### src/verilog/power_ctrl_pkg.sv
// Package for the system power and control register bank.
// Assumes a byte-wide core data bus with data-space addressing.
package power_ctrl_pkg;
  localparam int unsigned CLK_HZ = 100_000_000;
  localparam logic [7:0] IO_OFFSET = 8'h20;
  localparam logic [7:0] EXT_IO_BASE = 8'h60;
  localparam logic [7:0] SLEEP_MODE_CONTROL_ADDR = 8'h53;
  localparam logic [7:0] MCU_CONTROL_ADDR = 8'h55;
  localparam logic [7:0] CLOCK_GATING_0_ADDR = 8'h64;
  localparam logic [7:0] CLOCK_GATING_1_ADDR = 8'h65;
  localparam logic [7:0] SLEEP_MODE_CONTROL_RESET = 8'h00;
  localparam logic [7:0] MCU_CONTROL_RESET = 8'h00;
  localparam logic [7:0] CLOCK_GATING_0_RESET = 8'h00;
  localparam logic [7:0] CLOCK_GATING_1_RESET = 8'h00;
  localparam int SLEEP_EN_POS = 0;
  localparam int SLEEP_SEL_LSB = 1;
  localparam int TEST_OFF_POS = 7;
  localparam int BOD_OFF_POS = 6;
  localparam int BOD_OFF_EN_POS = 5;
  localparam int PULLUP_OFF_POS = 4;
  localparam int VSEL_BIT = 1;
  localparam int VCE_BIT = 0;
  localparam int GATE_TIMER_TWO_BIT = 6;
  localparam int GATE_CONVERTER_BIT = 0;
  localparam int GATE_TIMER_THREE_BIT = 0;
  localparam logic [2:0] WINDOW_CYCLES = 3'h4;
  localparam logic [2:0] BOD_OFF_CYCLES = 3'h3;
  localparam logic [7:0] SLEEP_CTRL_MASK = 8'h0F;
  localparam logic [7:0] MCU_CTRL_MASK = 8'hF3;
  localparam logic [7:0] GATE1_MASK = 8'h01;

  typedef enum logic [5:0] {
    MODE_IDLE = 6'h01,
    MODE_NOISE_REDUCTION = 6'h02,
    MODE_POWER_DOWN = 6'h04,
    MODE_POWER_SAVE = 6'h08,
    MODE_STANDBY = 6'h10,
    MODE_EXT_STANDBY = 6'h20
  } sleep_mode_e;

  typedef struct packed {
    logic wr;
    logic rd;
    logic io_space;
    logic [7:0] addr;
    logic [7:0] wdata;
  } bus_req_s;

  typedef struct packed {
    logic [7:0] gate0;
    logic gate1;
  } gates_s;
endpackage

### src/verilog/power_ctrl_regs.sv
// System power and control register bank: sleep control, timed-sequence bits,
// pull-up disable, vector relocation and peripheral clock gating.
// Assumes the core presents one-cycle read/write strobes synchronous to I_CLK.
//
// Behaviour
// - Sleep instruction enters selected mode only while sleep enable is one.
// - Test port enabled when disable bit zero and fuse programmed.
// - Test-port disable changes only on two equal writes within four cycles.
// - Brown-out sleep-off set by enable write then disable-only write within four.
// - Brown-out sleep-off effective three cycles after set; sleep then stops detector.
// - Hardware clears brown-out sleep-off four cycles after it is set.
// - Pull-up disable forces every port pull-up off.
// - Vector select zero: table at flash start; one: boot section base.
// - Vector select changes by change-enable write, then value within four cycles.
// - Interrupts blocked from change-enable until after next instruction or four cycles.
// - Change enable cleared four cycles after write or on vector-select write.
// - Lock bits block interrupts in the section not holding the vectors.
// - Gating register 0 bits stop their module clocks.
// - Timer two gate acts only in synchronous clock mode.
// - Re-enabled timers resume from their frozen state.
// - Gated converter denies comparator access to its input multiplexer.
// - Gating register 1 bit 0 stops timer three clock.
// - Low I/O registers reachable at offset minus 0x20; 0x60 up data-space only.
// - Sleep mode codes: idle, noise, down, save, standby, extended; 100/101 reserved.
module power_ctrl_regs
  import power_ctrl_pkg::*;
(
  input wire logic I_CLK,
  input wire logic I_SRST,
  input wire bus_req_s I_BUS,
  input wire logic I_SLEEP_INSTR,
  input wire logic I_INSTR_DONE,
  input wire logic I_TEST_PORT_FUSE,
  input wire logic I_TIMER_TWO_ASYNC_SELECT,
  input wire logic I_APP_PROTECT_LOCK,
  input wire logic I_BOOT_PROTECT_LOCK,
  input wire logic I_EXEC_IN_BOOT,
  input wire logic [15:0] I_BOOT_BASE,
  output logic [7:0] O_RDATA,
  output logic O_SLEEP_ENTER,
  output sleep_mode_e O_SLEEP_MODE,
  output logic O_BOD_OFF_IN_SLEEP,
  output logic O_TEST_PORT_ENABLE,
  output logic O_PULLUP_DISABLE,
  output logic [15:0] O_VECTOR_BASE,
  output logic O_IRQ_BLOCK,
  output gates_s O_CLK_STOP,
  output logic O_COMPARATOR_MUX_ALLOW
);
  logic [7:0] sleep_ctrl, next_sleep_ctrl;
  logic test_off, next_test_off;
  logic bod_off, next_bod_off;
  logic bod_off_en, next_bod_off_en;
  logic pullup_off, next_pullup_off;
  logic vsel, next_vsel;
  logic vce, next_vce;
  logic [7:0] gate0, next_gate0;
  logic gate1, next_gate1;
  logic [2:0] test_off_cnt, next_test_off_cnt;
  logic test_off_val, next_test_off_val;
  logic [2:0] bod_en_cnt, next_bod_en_cnt;
  logic [2:0] bod_off_cnt, next_bod_off_cnt;
  logic [2:0] vce_cnt, next_vce_cnt;
  logic blk_after, next_blk_after;
  logic [7:0] rdata, next_rdata;
  logic sel_sleep, sel_mcu, sel_g0, sel_g1, wr_mcu;
  logic [7:0] dsa;
  logic [7:0] wd;
  sleep_mode_e mode;
  logic mode_ok;

  // I/O instructions carry the address less the offset; extended space is unreachable that way
  always_comb
  begin
    dsa = I_BUS.addr;
    if (I_BUS.io_space)
    begin
      dsa = I_BUS.addr + IO_OFFSET;
    end
    sel_sleep = (dsa == SLEEP_MODE_CONTROL_ADDR);
    sel_mcu = (dsa == MCU_CONTROL_ADDR);
    sel_g0 = !I_BUS.io_space && (I_BUS.addr == CLOCK_GATING_0_ADDR);
    sel_g1 = !I_BUS.io_space && (I_BUS.addr == CLOCK_GATING_1_ADDR);
    if (I_BUS.io_space && I_BUS.addr >= EXT_IO_BASE - IO_OFFSET)
    begin
      sel_sleep = 1'b0;
      sel_mcu = 1'b0;
    end
    wd = I_BUS.wdata;
    wr_mcu = I_BUS.wr && sel_mcu;
  end

  always_comb
  begin
    mode_ok = 1'b1;
    unique case (sleep_ctrl[SLEEP_SEL_LSB +: 3])
      3'h0: mode = MODE_IDLE;
      3'h1: mode = MODE_NOISE_REDUCTION;
      3'h2: mode = MODE_POWER_DOWN;
      3'h3: mode = MODE_POWER_SAVE;
      3'h6: mode = MODE_STANDBY;
      3'h7: mode = MODE_EXT_STANDBY;
      default:
      begin
        mode = MODE_IDLE;
        mode_ok = 1'b0;
      end
    endcase
  end

  always_comb
  begin
    next_sleep_ctrl = sleep_ctrl;
    next_test_off = test_off;
    next_bod_off = bod_off;
    next_bod_off_en = bod_off_en;
    next_pullup_off = pullup_off;
    next_vsel = vsel;
    next_vce = vce;
    next_gate0 = gate0;
    next_gate1 = gate1;
    next_test_off_cnt = (test_off_cnt != 3'h0) ? test_off_cnt - 3'h1 : 3'h0;
    next_test_off_val = test_off_val;
    next_bod_en_cnt = (bod_en_cnt != 3'h0) ? bod_en_cnt - 3'h1 : 3'h0;
    next_bod_off_cnt = (bod_off_cnt != 3'h0) ? bod_off_cnt - 3'h1 : 3'h0;
    next_vce_cnt = (vce_cnt != 3'h0) ? vce_cnt - 3'h1 : 3'h0;
    next_blk_after = 1'b0;
    next_rdata = 8'h00;
    if (bod_en_cnt == 3'h1)
    begin
      next_bod_off_en = 1'b0;
    end
    if (bod_off_cnt == 3'h1)
    begin
      next_bod_off = 1'b0;
    end
    if (vce_cnt == 3'h1)
    begin
      next_vce = 1'b0;
    end
    if (blk_after && !I_INSTR_DONE)
    begin
      next_blk_after = 1'b1;
    end
    if (I_BUS.wr && sel_sleep)
    begin
      next_sleep_ctrl = wd & SLEEP_CTRL_MASK;
    end
    if (I_BUS.wr && sel_g0)
    begin
      next_gate0 = wd;
    end
    if (I_BUS.wr && sel_g1)
    begin
      next_gate1 = wd[GATE_TIMER_THREE_BIT];
    end
    if (wr_mcu)
    begin
      next_pullup_off = wd[PULLUP_OFF_POS];
      // Second matching write inside the window commits; otherwise rearm
      if (test_off_cnt != 3'h0 && test_off_val == wd[TEST_OFF_POS])
      begin
        next_test_off = wd[TEST_OFF_POS];
        next_test_off_cnt = 3'h0;
      end
      else
      begin
        next_test_off_val = wd[TEST_OFF_POS];
        next_test_off_cnt = WINDOW_CYCLES;
      end
      if (wd[BOD_OFF_POS] && wd[BOD_OFF_EN_POS])
      begin
        next_bod_off_en = 1'b1;
        next_bod_en_cnt = WINDOW_CYCLES;
      end
      else if (bod_off_en && wd[BOD_OFF_POS] && !wd[BOD_OFF_EN_POS])
      begin
        next_bod_off = 1'b1;
        next_bod_off_cnt = BOD_OFF_CYCLES + 3'h1;
        next_bod_off_en = 1'b0;
        next_bod_en_cnt = 3'h0;
      end
      if (wd[VCE_BIT])
      begin
        next_vce = 1'b1;
        next_vce_cnt = WINDOW_CYCLES;
      end
      else if (vce)
      begin
        next_vsel = wd[VSEL_BIT];
        next_vce = 1'b0;
        next_vce_cnt = 3'h0;
        next_blk_after = 1'b1;
      end
    end
    if (I_BUS.rd)
    begin
      if (sel_sleep)
      begin
        next_rdata = sleep_ctrl;
      end
      else if (sel_mcu)
      begin
        next_rdata = {test_off, bod_off, bod_off_en, pullup_off, 2'h0, vsel, vce} & MCU_CTRL_MASK;
      end
      else if (sel_g0)
      begin
        next_rdata = gate0;
      end
      else if (sel_g1)
      begin
        next_rdata = {7'h00, gate1} & GATE1_MASK;
      end
    end
  end

  always_ff @(posedge I_CLK)
  begin
    if (I_SRST)
    begin
      sleep_ctrl <= SLEEP_MODE_CONTROL_RESET;
      {test_off, bod_off, bod_off_en, pullup_off} <= MCU_CONTROL_RESET[7:4];
      vsel <= MCU_CONTROL_RESET[VSEL_BIT];
      vce <= MCU_CONTROL_RESET[VCE_BIT];
      gate0 <= CLOCK_GATING_0_RESET;
      gate1 <= CLOCK_GATING_1_RESET[GATE_TIMER_THREE_BIT];
      test_off_cnt <= 3'h0;
      test_off_val <= 1'b0;
      bod_en_cnt <= 3'h0;
      bod_off_cnt <= 3'h0;
      vce_cnt <= 3'h0;
      blk_after <= 1'b0;
      rdata <= 8'h00;
    end
    else
    begin
      sleep_ctrl <= next_sleep_ctrl;
      test_off <= next_test_off;
      bod_off <= next_bod_off;
      bod_off_en <= next_bod_off_en;
      pullup_off <= next_pullup_off;
      vsel <= next_vsel;
      vce <= next_vce;
      gate0 <= next_gate0;
      gate1 <= next_gate1;
      test_off_cnt <= next_test_off_cnt;
      test_off_val <= next_test_off_val;
      bod_en_cnt <= next_bod_en_cnt;
      bod_off_cnt <= next_bod_off_cnt;
      vce_cnt <= next_vce_cnt;
      blk_after <= next_blk_after;
      rdata <= next_rdata;
    end
  end

  // Registered outputs; all but O_IRQ_BLOCK, which also decodes next-state terms, lag the register state by one cycle
  always_ff @(posedge I_CLK)
  begin
    if (I_SRST)
    begin
      O_RDATA <= 8'h00;
      O_SLEEP_ENTER <= 1'b0;
      O_SLEEP_MODE <= MODE_IDLE;
      O_BOD_OFF_IN_SLEEP <= 1'b0;
      O_TEST_PORT_ENABLE <= 1'b0;
      O_PULLUP_DISABLE <= 1'b0;
      O_VECTOR_BASE <= 16'h0000;
      O_IRQ_BLOCK <= 1'b0;
      O_CLK_STOP <= '0;
      O_COMPARATOR_MUX_ALLOW <= 1'b1;
    end
    else
    begin
      O_RDATA <= rdata;
      // Reserved codes are refused rather than guessed at
      O_SLEEP_ENTER <= I_SLEEP_INSTR && sleep_ctrl[SLEEP_EN_POS] && mode_ok;
      O_SLEEP_MODE <= mode;
      // Effective only once the three-cycle arming delay has run out
      O_BOD_OFF_IN_SLEEP <= I_SLEEP_INSTR && sleep_ctrl[SLEEP_EN_POS] && bod_off
        && bod_off_cnt == 3'h1;
      O_TEST_PORT_ENABLE <= !test_off && I_TEST_PORT_FUSE;
      O_PULLUP_DISABLE <= pullup_off;
      O_VECTOR_BASE <= vsel ? I_BOOT_BASE : 16'h0000;
      O_IRQ_BLOCK <= next_vce || vce || blk_after || next_blk_after
        || (vsel && I_APP_PROTECT_LOCK && !I_EXEC_IN_BOOT)
        || (!vsel && I_BOOT_PROTECT_LOCK && I_EXEC_IN_BOOT);
      O_CLK_STOP.gate0 <= gate0 & ~{1'b0, I_TIMER_TWO_ASYNC_SELECT, 6'h00};
      O_CLK_STOP.gate1 <= gate1;
      O_COMPARATOR_MUX_ALLOW <= !gate0[GATE_CONVERTER_BIT];
    end
  end
endmodule

### config.mk
export PLATFORM = sky130hd
export DESIGN_NAME = power_ctrl_regs
export DESIGN_NICKNAME = d
export VERILOG_FILES = /design/src/verilog/power_ctrl_pkg.sv /design/src/verilog/power_ctrl_regs.sv
export SDC_FILE = /design/constraint.sdc
export NUM_CORES = 1
export LEC_CHECK = 0
export BUFFER_PORTS_ARGS = -buffer_cell sky130_fd_sc_hd__clkbuf_2
export CORE_UTILIZATION = 46
export DETAILED_ROUTE_END_ITERATION = 10
export PLACE_DENSITY = 0.75
export REMOVE_ABC_BUFFERS = 1
export SETUP_SLACK_MARGIN = 0.05
export SLEW_MARGIN = 20
export SYNTH_ARGS = -nofsm -noshare
export SYNTH_HDL_FRONTEND = slang
export SYNTH_SLANG_ARGS = --single-unit
### constraint.sdc
create_clock -name I_CLK -period 2.15 [get_ports I_CLK]
set_input_delay 0.43 -clock I_CLK [delete_from_list [all_inputs] [get_ports I_CLK]]
set_output_delay 0.43 -clock I_CLK [all_outputs]
set_load 0.01 [all_outputs]
# Word level (Yosys, flattened, before mapping)
# Index checks and enable logic that the tools add are counted.
# word_totals
ff_bits	86
input_bits	44
output_inout_bits	45
elab_cells	138
# classes
add_sub_neg	5
magnitude_cmp	1
eq_ne	13
mux	40
bitwise	6
n_reduce_logical	45
# op_table
cell	n
3-bit two-way mux	15
8-bit by 7-bit equality test with 1-bit output, second input constant	4
6-bit case mux with 5 select lines	1
8-bit two-way mux	3
1-bit logical AND	21
1-bit two-way mux	20
3-bit by 1-bit equality test with 1-bit output, second input constant	4
3-bit nonzero test	4
3-bit by 1-bit subtractor with 3-bit output, second input constant	4
8-bit by 6-bit adder with 8-bit output, second input constant	1
8-bit AND	1
8-bit by 7-bit >= comparator with 1-bit output, second input constant	1
7-bit NOT with 8-bit output	1
1-bit zero test	7
3-bit by 2-bit equality test with 1-bit output, second input constant	2
3-bit equality test, second input constant	2
6-bit OR reduction	1
1-bit logical OR	5
4-bit two-way mux	1
1-bit NOT	4
2-bit AND reduction	2
2-bit OR reduction	2
3-bit zero test	1
3-bit AND reduction	1
other kinds (2)	2

# Longest topological paths before layout
# Gate-level depths: netlist of the first run.
# logic_depth
ltp_word	11
mapped_depth	7

# Worst setup path before layout of the first run
# OpenSTA, ideal clock, no wires.
# synth_path
path_type	input to register
startpoint	in I_BUS[13] (netlist bit)
endpoint	reg vsel
setup_ns	0.123
t_arrival_ns	1.948
setup_slack_ns	0.078
cell_stages	6
path_buffers	0
cell_sequence	ha_1 > nand2_1 > o21a_1 > or4_4 > nor3_2 > mux2_1
# synth_via
elab_chain_len	6
word_cells_on_any_way	8
classes_between	add/sub: 1; order compare: 1; eq/ne: 1; mux: 2; reduce/logical: 3
# synth_rtl
item	line	source
start: declaration	power_ctrl_regs.sv:30	input wire bus_req_s I_BUS,
8-bit by 6-bit adder with 8-bit output	power_ctrl_regs.sv:78	dsa = I_BUS.addr + IO_OFFSET;
8-bit two-way mux	power_ctrl_regs.sv:76	if (I_BUS.io_space)
8-bit by 7-bit equality test with 1-bit output	power_ctrl_regs.sv:81	sel_mcu = (dsa == MCU_CONTROL_ADDR);
1-bit two-way mux *	power_ctrl_regs.sv:84	if (I_BUS.io_space && I_BUS.addr >= EXT_IO_BASE - IO_OFFSET)
1-bit logical AND *	power_ctrl_regs.sv:90	wr_mcu = I_BUS.wr && sel_mcu;
3-bit AND reduction (no line) *	n/a	
end signal: assignment	power_ctrl_regs.sv:223	vsel <= MCU_CONTROL_RESET[VSEL_BIT];
end signal: assignment	power_ctrl_regs.sv:242	vsel <= next_vsel;
end: declaration	power_ctrl_regs.sv:55	logic vsel, next_vsel;
# Mark *: on every way between the ends. The rest lies on a longest branch, timed or not.
# A chain may end at the register's enable or synchronous reset.

# Final worst setup path of the first run
# layout_path
startpoint	in I_BUS[13] (netlist bit)
endpoint	reg bod_en_cnt[1]
# layout_via
elab_chain_len	6
word_cells_on_any_way	8
classes_between	add/sub: 1; order compare: 1; eq/ne: 1; mux: 3; reduce/logical: 2
# layout_rtl
item	line	source
8-bit by 6-bit adder with 8-bit output	power_ctrl_regs.sv:78	
8-bit two-way mux	power_ctrl_regs.sv:76	
8-bit by 7-bit equality test with 1-bit output	power_ctrl_regs.sv:81	
1-bit two-way mux *	power_ctrl_regs.sv:84	
1-bit logical AND *	power_ctrl_regs.sv:90	
3-bit two-way mux *	power_ctrl_regs.sv:157	if (wr_mcu)
end signal: assignment	power_ctrl_regs.sv:248	bod_en_cnt <= next_bod_en_cnt;
end: declaration	power_ctrl_regs.sv:61	logic [2:0] bod_en_cnt, next_bod_en_cnt;
# Marks and branches as above.

==> summary.txt, run 1 <==
Status: complete, but fails checks
Failing checks: DRC
Drc violations: 4
Hold Path Class: primary input to flop
Final wirelength: 6430 um
Cell Chain, Critical Path: clkbuf_2 -> ha_1 -> nand2_1 -> o21a_1 -> or4_4 -> buf_4 -> nor3_1 -> a211oi_1
Setup Crit Path Kind: primary input to flop
FMAX: 0.523 GHz
Post-Synthesis Cells: 330
CP max stage cell: or4_4
Initial Utilization: 0.487
Final Max Tran Viols: 0
Congestion Overflow GR: 0
Total GRT Usage: 0.191
Post-CTS setup buffer count: 0
Critical Path Max Stage Delay: 550 ps
# rows: 29
Leak: 1.66 nW
Initial antenna violation count: 0
Die area: 0.00717 mm2
Finished layout cell area: 0.00389 mm2
Clock Tree Buf Depth: 2
Synth Warn #: 0
Pre-CTS setup slack: -135 ps
Final setup fails: 0
Avg Cell Area, Syn: 9.53 um2
Hold path cells: 2
Cell Area, Synth: 0.00315 mm2
Fill count: 588
Slack of the critical path: 239 ps
Worst Path Max Fanout: 8
CP Launch Type: primary input
Period utilization: 0.889
Skew final: 11.7 ps
Max-cap violations: 0
I/O Buffers: 88
CTS tree: yes
Die width: 84.7 um
Share of layout cells above drive strength 1: 0.289
Unique masters post-synth: 45
EDFF count, synth: 0
Tmin final: 1910 ps
Reg area: 0.00172 mm2
Crit path DAT: 2140 ps
Multi-input combinational cell area: 0.00129 mm2
RSZ-0062 raised after global routing: false
WP data required: 2370 ps
Via/cell ratio: 4.97
Root buffer cell: clkbuf_8
I/O pin count: 89
Placed inst area: 0.00371 mm2
Clk sinks: 86
Num CTS Buffers: 9
Wire per inst: 12.6 um
Sequential area share after synthesis: 0.547
Yosys reg bits: 86
Post-cts resize count: 0
Pin count of the biggest net entering global routing: 45
Async set or reset register ratio after synthesis: 0
Grt met2 use: 0.310
Core area: 0.00646 mm2
GRT busiest layer: met2
Global-route wire length before repair: 10700 um
Nets: 482
Hold Buf Count CTS: 0
Clk pin slew, worst setup/hold paths: 80 ps
CP Capture Type: flop
Placer Congestion: 0.767
PD cells: 705 mW/mm2
Global-route track usage on met1: 0.236
Post-synth top flop: dfxtp_1
Final hold vios: 0
Post-Route Setup TNS: 0 ps
Drt initial violations: 121
Total power: 2.74 mW
Post-DP HPWL: 4740 um
Die height: 84.7 um
H-tree levels: 3
Slew HR: 0.453
P&R area growth vs syn: 23.5%
Clk_lat worst skew: 350 ps
Vias in the first global route: 2323
DR vias: 2529
Peak supply drop: 290 uV
Post-route ant nets: 0
Drt pass-1 iters: 9
Worst-Margin Slew: 818 ps
Grt met3 use: 0.0423
ANT cells: 0
R2R depth: 2
[critical path: cells and delay by family]
kind	cells	cell delay [ps]
adders and majority gates	1	270
and+or+nand+nor	3	860
buffers and inverters	2	270
AOI/OAI and AO/OA	2	290
[placed cells by master (no fill, tap or decap), types with 4 or more instances in the layout]
cell / instances
inv_1: 20
a32oi_1: 4
buf_4: 12
nor2b_1: 24
a21oi_1: 27
nor2_1: 18
and2_1: 18
ha_1: 10
o21ai_0: 8
clkbuf_8: 10
nand3_1: 20
nand2_1: 27
dfxtp_1: 86
clkbuf_2: 88
nor3_1: 8
[power by group]
part / switching, mW / internal [mW] / leakage [nW]
combinational: 0.0842 / 0.0636 / 0.878
sequential: 0.00201 / 1.60 / 0.693
clock: 0.547 / 0.444 / 0.0845
total: 0.634 / 2.10 / 1.66
[through the flow]
step	instances	hold WS, ps	util
2_1_floorplan	317	414	-
3_3_place_gp	494	423	0.575
3_5_place_dp	494	427	0.575
4_1_cts	509	219	0.602
5_1_grt	509	220	0.602
6_report	509	229	0.602
[final cells by class]
cell class                 count  share of cell area
clock inverter                 5             0.00869
timing repair buffer         100               0.137
clock buffer                  10              0.0354
inverter                      20              0.0193
sequential                    86               0.443
multi-input combinational    211               0.332
tap                           77              0.0248
[routing by layer]
layer | wire length, um | part of all wire
met1 | 3020 | 0.47
met2 | 3010 | 0.47
met3 | 258 | 0.040
met4 | 146 | 0.023
met5 | 0 | 0
[final timing paths]
kind                                               start             to  slack [ps]
worst min-delay path            I_TIMER_TWO_ASYNC_SELECT  O_CLK_STOP[7]         230
worst max register to register                      vsel           vsel         780
worst min register to register                  rdata[5]     O_RDATA[5]         440
worst max-delay path                           I_BUS[13]  bod_en_cnt[1]         240
[state kept, by name, summed over array words and instances, names as in the netlist, 4 cells and up]
register,count
O_RDATA,8
sleep_ctrl,4
O_CLK_STOP,9
O_VECTOR_BASE,16
O_SLEEP_MODE,6
rdata,8
gate0,8
[kinds of logic after synthesis]
| logic type | share of synthesized area |
|---|---|
| and+or+nand+nor | 0.254 |
| DFF | 0.547 |
| AOI/OAI and AO/OA | 0.101 |
| buffers and inverters | 0.0422 |
| adders and majority gates | 0.0398 |
| muxes | 0.0135 |
| xor gates and xnor gates | 0.00278 |
[cell usage after synthesis (2+ instances only)]
master | instances | share of area
a21oi_1 | 27 | 0.043
a22oi_1 | 2 | 0.0048
a32oi_1 | 4 | 0.011
and2_1 | 18 | 0.036
and4_1 | 2 | 0.0056
clkbuf_1 | 11 | 0.013
dfxtp_1 | 86 | 0.55
ha_1 | 10 | 0.040
inv_1 | 20 | 0.024
mux2i_1 | 2 | 0.0064
nand2_1 | 27 | 0.032
nand2b_1 | 2 | 0.0040
nand3_1 | 20 | 0.032
nand4_1 | 3 | 0.0060
nand4b_1 | 2 | 0.0056
nor2_1 | 18 | 0.021
nor2b_1 | 24 | 0.048
nor3_1 | 8 | 0.013
nor3_2 | 2 | 0.0064
nor3b_1 | 2 | 0.0048
nor4_1 | 3 | 0.0060
o21a_1 | 3 | 0.0072
o21ai_0 | 8 | 0.013
o21ai_1 | 3 | 0.0048
o311ai_0 | 2 | 0.0056
or2_2 | 2 | 0.0040
(Power assumes the default switching activity.)
==> inputs of run 2 (changes only) <==
CORE_MARGIN = 4   (was not set)
SKIP_CTS_REPAIR_TIMING = 1   (was not set)
==> run 2 against run 1 <==
  * The run now ends clean
  * Non-clock buffer count unchanged
  * Worst hold slack got worse by 1.3 ps
  * Die area increased by 15%
  * Clock-buffer cell count decreased by 1
  * Routed wire length increased by 10%
  * Cell area increased by 0.58%
  * Clock skew decreased by 7.7 ps
  * Worst setup slack improved by 26 ps
  * Utilization about the same
  * Sequential cell count unchanged
  * Via count increased by 2.3%
  * Maximum frequency increased by 1.4%
==> summary.txt, run 2 (synthesis results as in run 1) <==
Max-cap violations: 0
Leak: 1.66 nW
Sequential share of power: 0.573
Worst r2r src: vsel
Post-route ant nets: 0
Routed met3 length: 471 um
Wire per inst: 13.9 um
Slew HR: 0.406
Congestion Overflow GR: 0
R2R depth: 2
Post-DP HPWL: 5320 um
Drc violations: 0
Commonest non-fill, non-tap cells in the layout: clkbuf_2, dfxtp_1, nand2_1, a21oi_1, nor2b_1
Worst Path Max Fanout: 4
Placed inst area: 0.00373 mm2
Reg2Reg Setup Slack: 690 ps
Final hold vios: 0
P&R area growth vs syn: 24.3%
Root buffer cell: clkbuf_8
H-tree levels: 3
Largest reg by FF count: O_VECTOR_BASE
CP Capture Type: flop
Global-route wire length before repair: 11900 um
Commonest non-fill, non-tap cell in the layout: clkbuf_2
CP Launch Type: primary input
Core area: 0.00649 mm2
Critical Path Max Stage Delay: 570 ps
Tmin final: 1880 ps
Nets: 482
P_sw: 0.692 mW
Setup Crit Path Kind: primary input to flop
Hold Path Class: primary input to flop
Worst R2R End: O_VECTOR_BASE[0]
Biggest regs: O_VECTOR_BASE (16), O_CLK_STOP (9)
I/O Buffers: 88
Pin count of the biggest net entering global routing: 50
Metal2 WL: 3450 um
Cell Chain, Critical Path: clkbuf_2 -> ha_1 -> nand2_1 -> o21a_1 -> or4_4 -> nor3_2 -> mux2_1
Initial antenna violation count: 0
RSZ-0062 raised after global routing: false
ANT cells: 0
Comb pwr share: 0.054
Highest metal used: met4
Die area: 0.00822 mm2
Skew final: 4.00 ps
Hold path cells: 2
PD cells: 714 mW/mm2
Num CTS Buffers: 9
Worst hold endpoint: O_CLK_STOP[7]
CP max stage cell: or4_4
Pint: 2.10 mW
Crit path DAT: 2140 ps
FMAX: 0.531 GHz
Total GRT Usage: 0.179
Fill count: 569
Final Non-Filler Cells: 510
Layout Utilization: 0.602
Clock network power share: 0.373
DR vias: 2587
Drt pass-1 iters: 5
Clock Tree Buf Depth: 2
WP data required: 2400 ps
Placer Congestion: 0.844
Via/cell ratio: 5.07
Status: finished, final reports clean
Clk pin slew, worst setup/hold paths: 90 ps
Final wirelength: 7090 um
Clk_lat worst skew: 360 ps
Net Sw Frac: 0.248
Peak supply drop: 384 uV
Drt initial violations: 187
CTS tree: yes
Placed cell count: 494
Die height: 90.7 um
# rows: 29
Final Max Tran Viols: 0
Largest register FFs: 16
Finished layout cell area: 0.00391 mm2
Vias in the first global route: 2548
Clk sinks: 86
I/O pin count: 89
Final setup fails: 0
Share of layout cells above drive strength 1: 0.291
Hold Startpoint: I_TIMER_TWO_ASYNC_SELECT
Die width: 90.7 um
Met1 wire length: 3030 um
Worst-Margin Slew: 889 ps
Initial Utilization: 0.484
Period utilization: 0.877
run 2: power groups by stage:
stage	Combinational (mW)	Clock, mW	Sequential, mW
finish	0.151	1.04	1.60
global route	0.168	1.14	1.60
CTS	0.151	1.06	1.60
detailed placement	0.150	0	1.64
global placement	0.146	0	1.64
floorplan	0.0495	0	1.64
run 2: area by class of cell:
class                      count  area, um2  share of cell area
clock inverter                 7       57.6              0.0147
tap                           77       96.3              0.0246
clock buffer                   9        124              0.0317
inverter                      20       75.1              0.0192
multi-input combinational    211       1290               0.330
sequential                    86       1720               0.440
timing repair buffer         100        543               0.139
run 2: worst max path at each step:
stage | to | start | depth (start not counted)
6_report | vsel | I_BUS[13] | 7
5_1_grt | vsel | I_BUS[14] | 7
4_1_cts | vsel | I_BUS[14] | 7
3_5_place_dp | vsel | I_BUS[14] | 7
3_3_place_gp | vsel | I_BUS[14] | 7
2_1_floorplan | gate0[0] | I_BUS[16] | 5
run 2: per-stage QoR:
stage          TNS [ps]  hold slack (ps)  setup slack [ps]  total power, mW
5_1_grt               0              221               189             2.91
6_report              0              227               265             2.79
3_5_place_dp       -275              425              -115             1.79
4_1_cts               0              226               268             2.81
2_1_floorplan      -766              414             -95.8             1.69
3_3_place_gp      -76.1              422             -73.9             1.78
run 2: worst max-delay path: cells and delay by family:
family	cells	cell delay, ps
buffers and inverters	1	100
multiplexers	1	340
AND/OR/NAND/NOR	3	790
AO/OA/AOI/OAI	1	200
adder cells (fa/ha/maj)	1	270
run 2: layer usage:
metal,GRT usage,up-vias
met5,0,-
met4,0.0753,0
met3,0.0492,15
met2,0.307,80
met1,0.208,1182
li1,-,1310
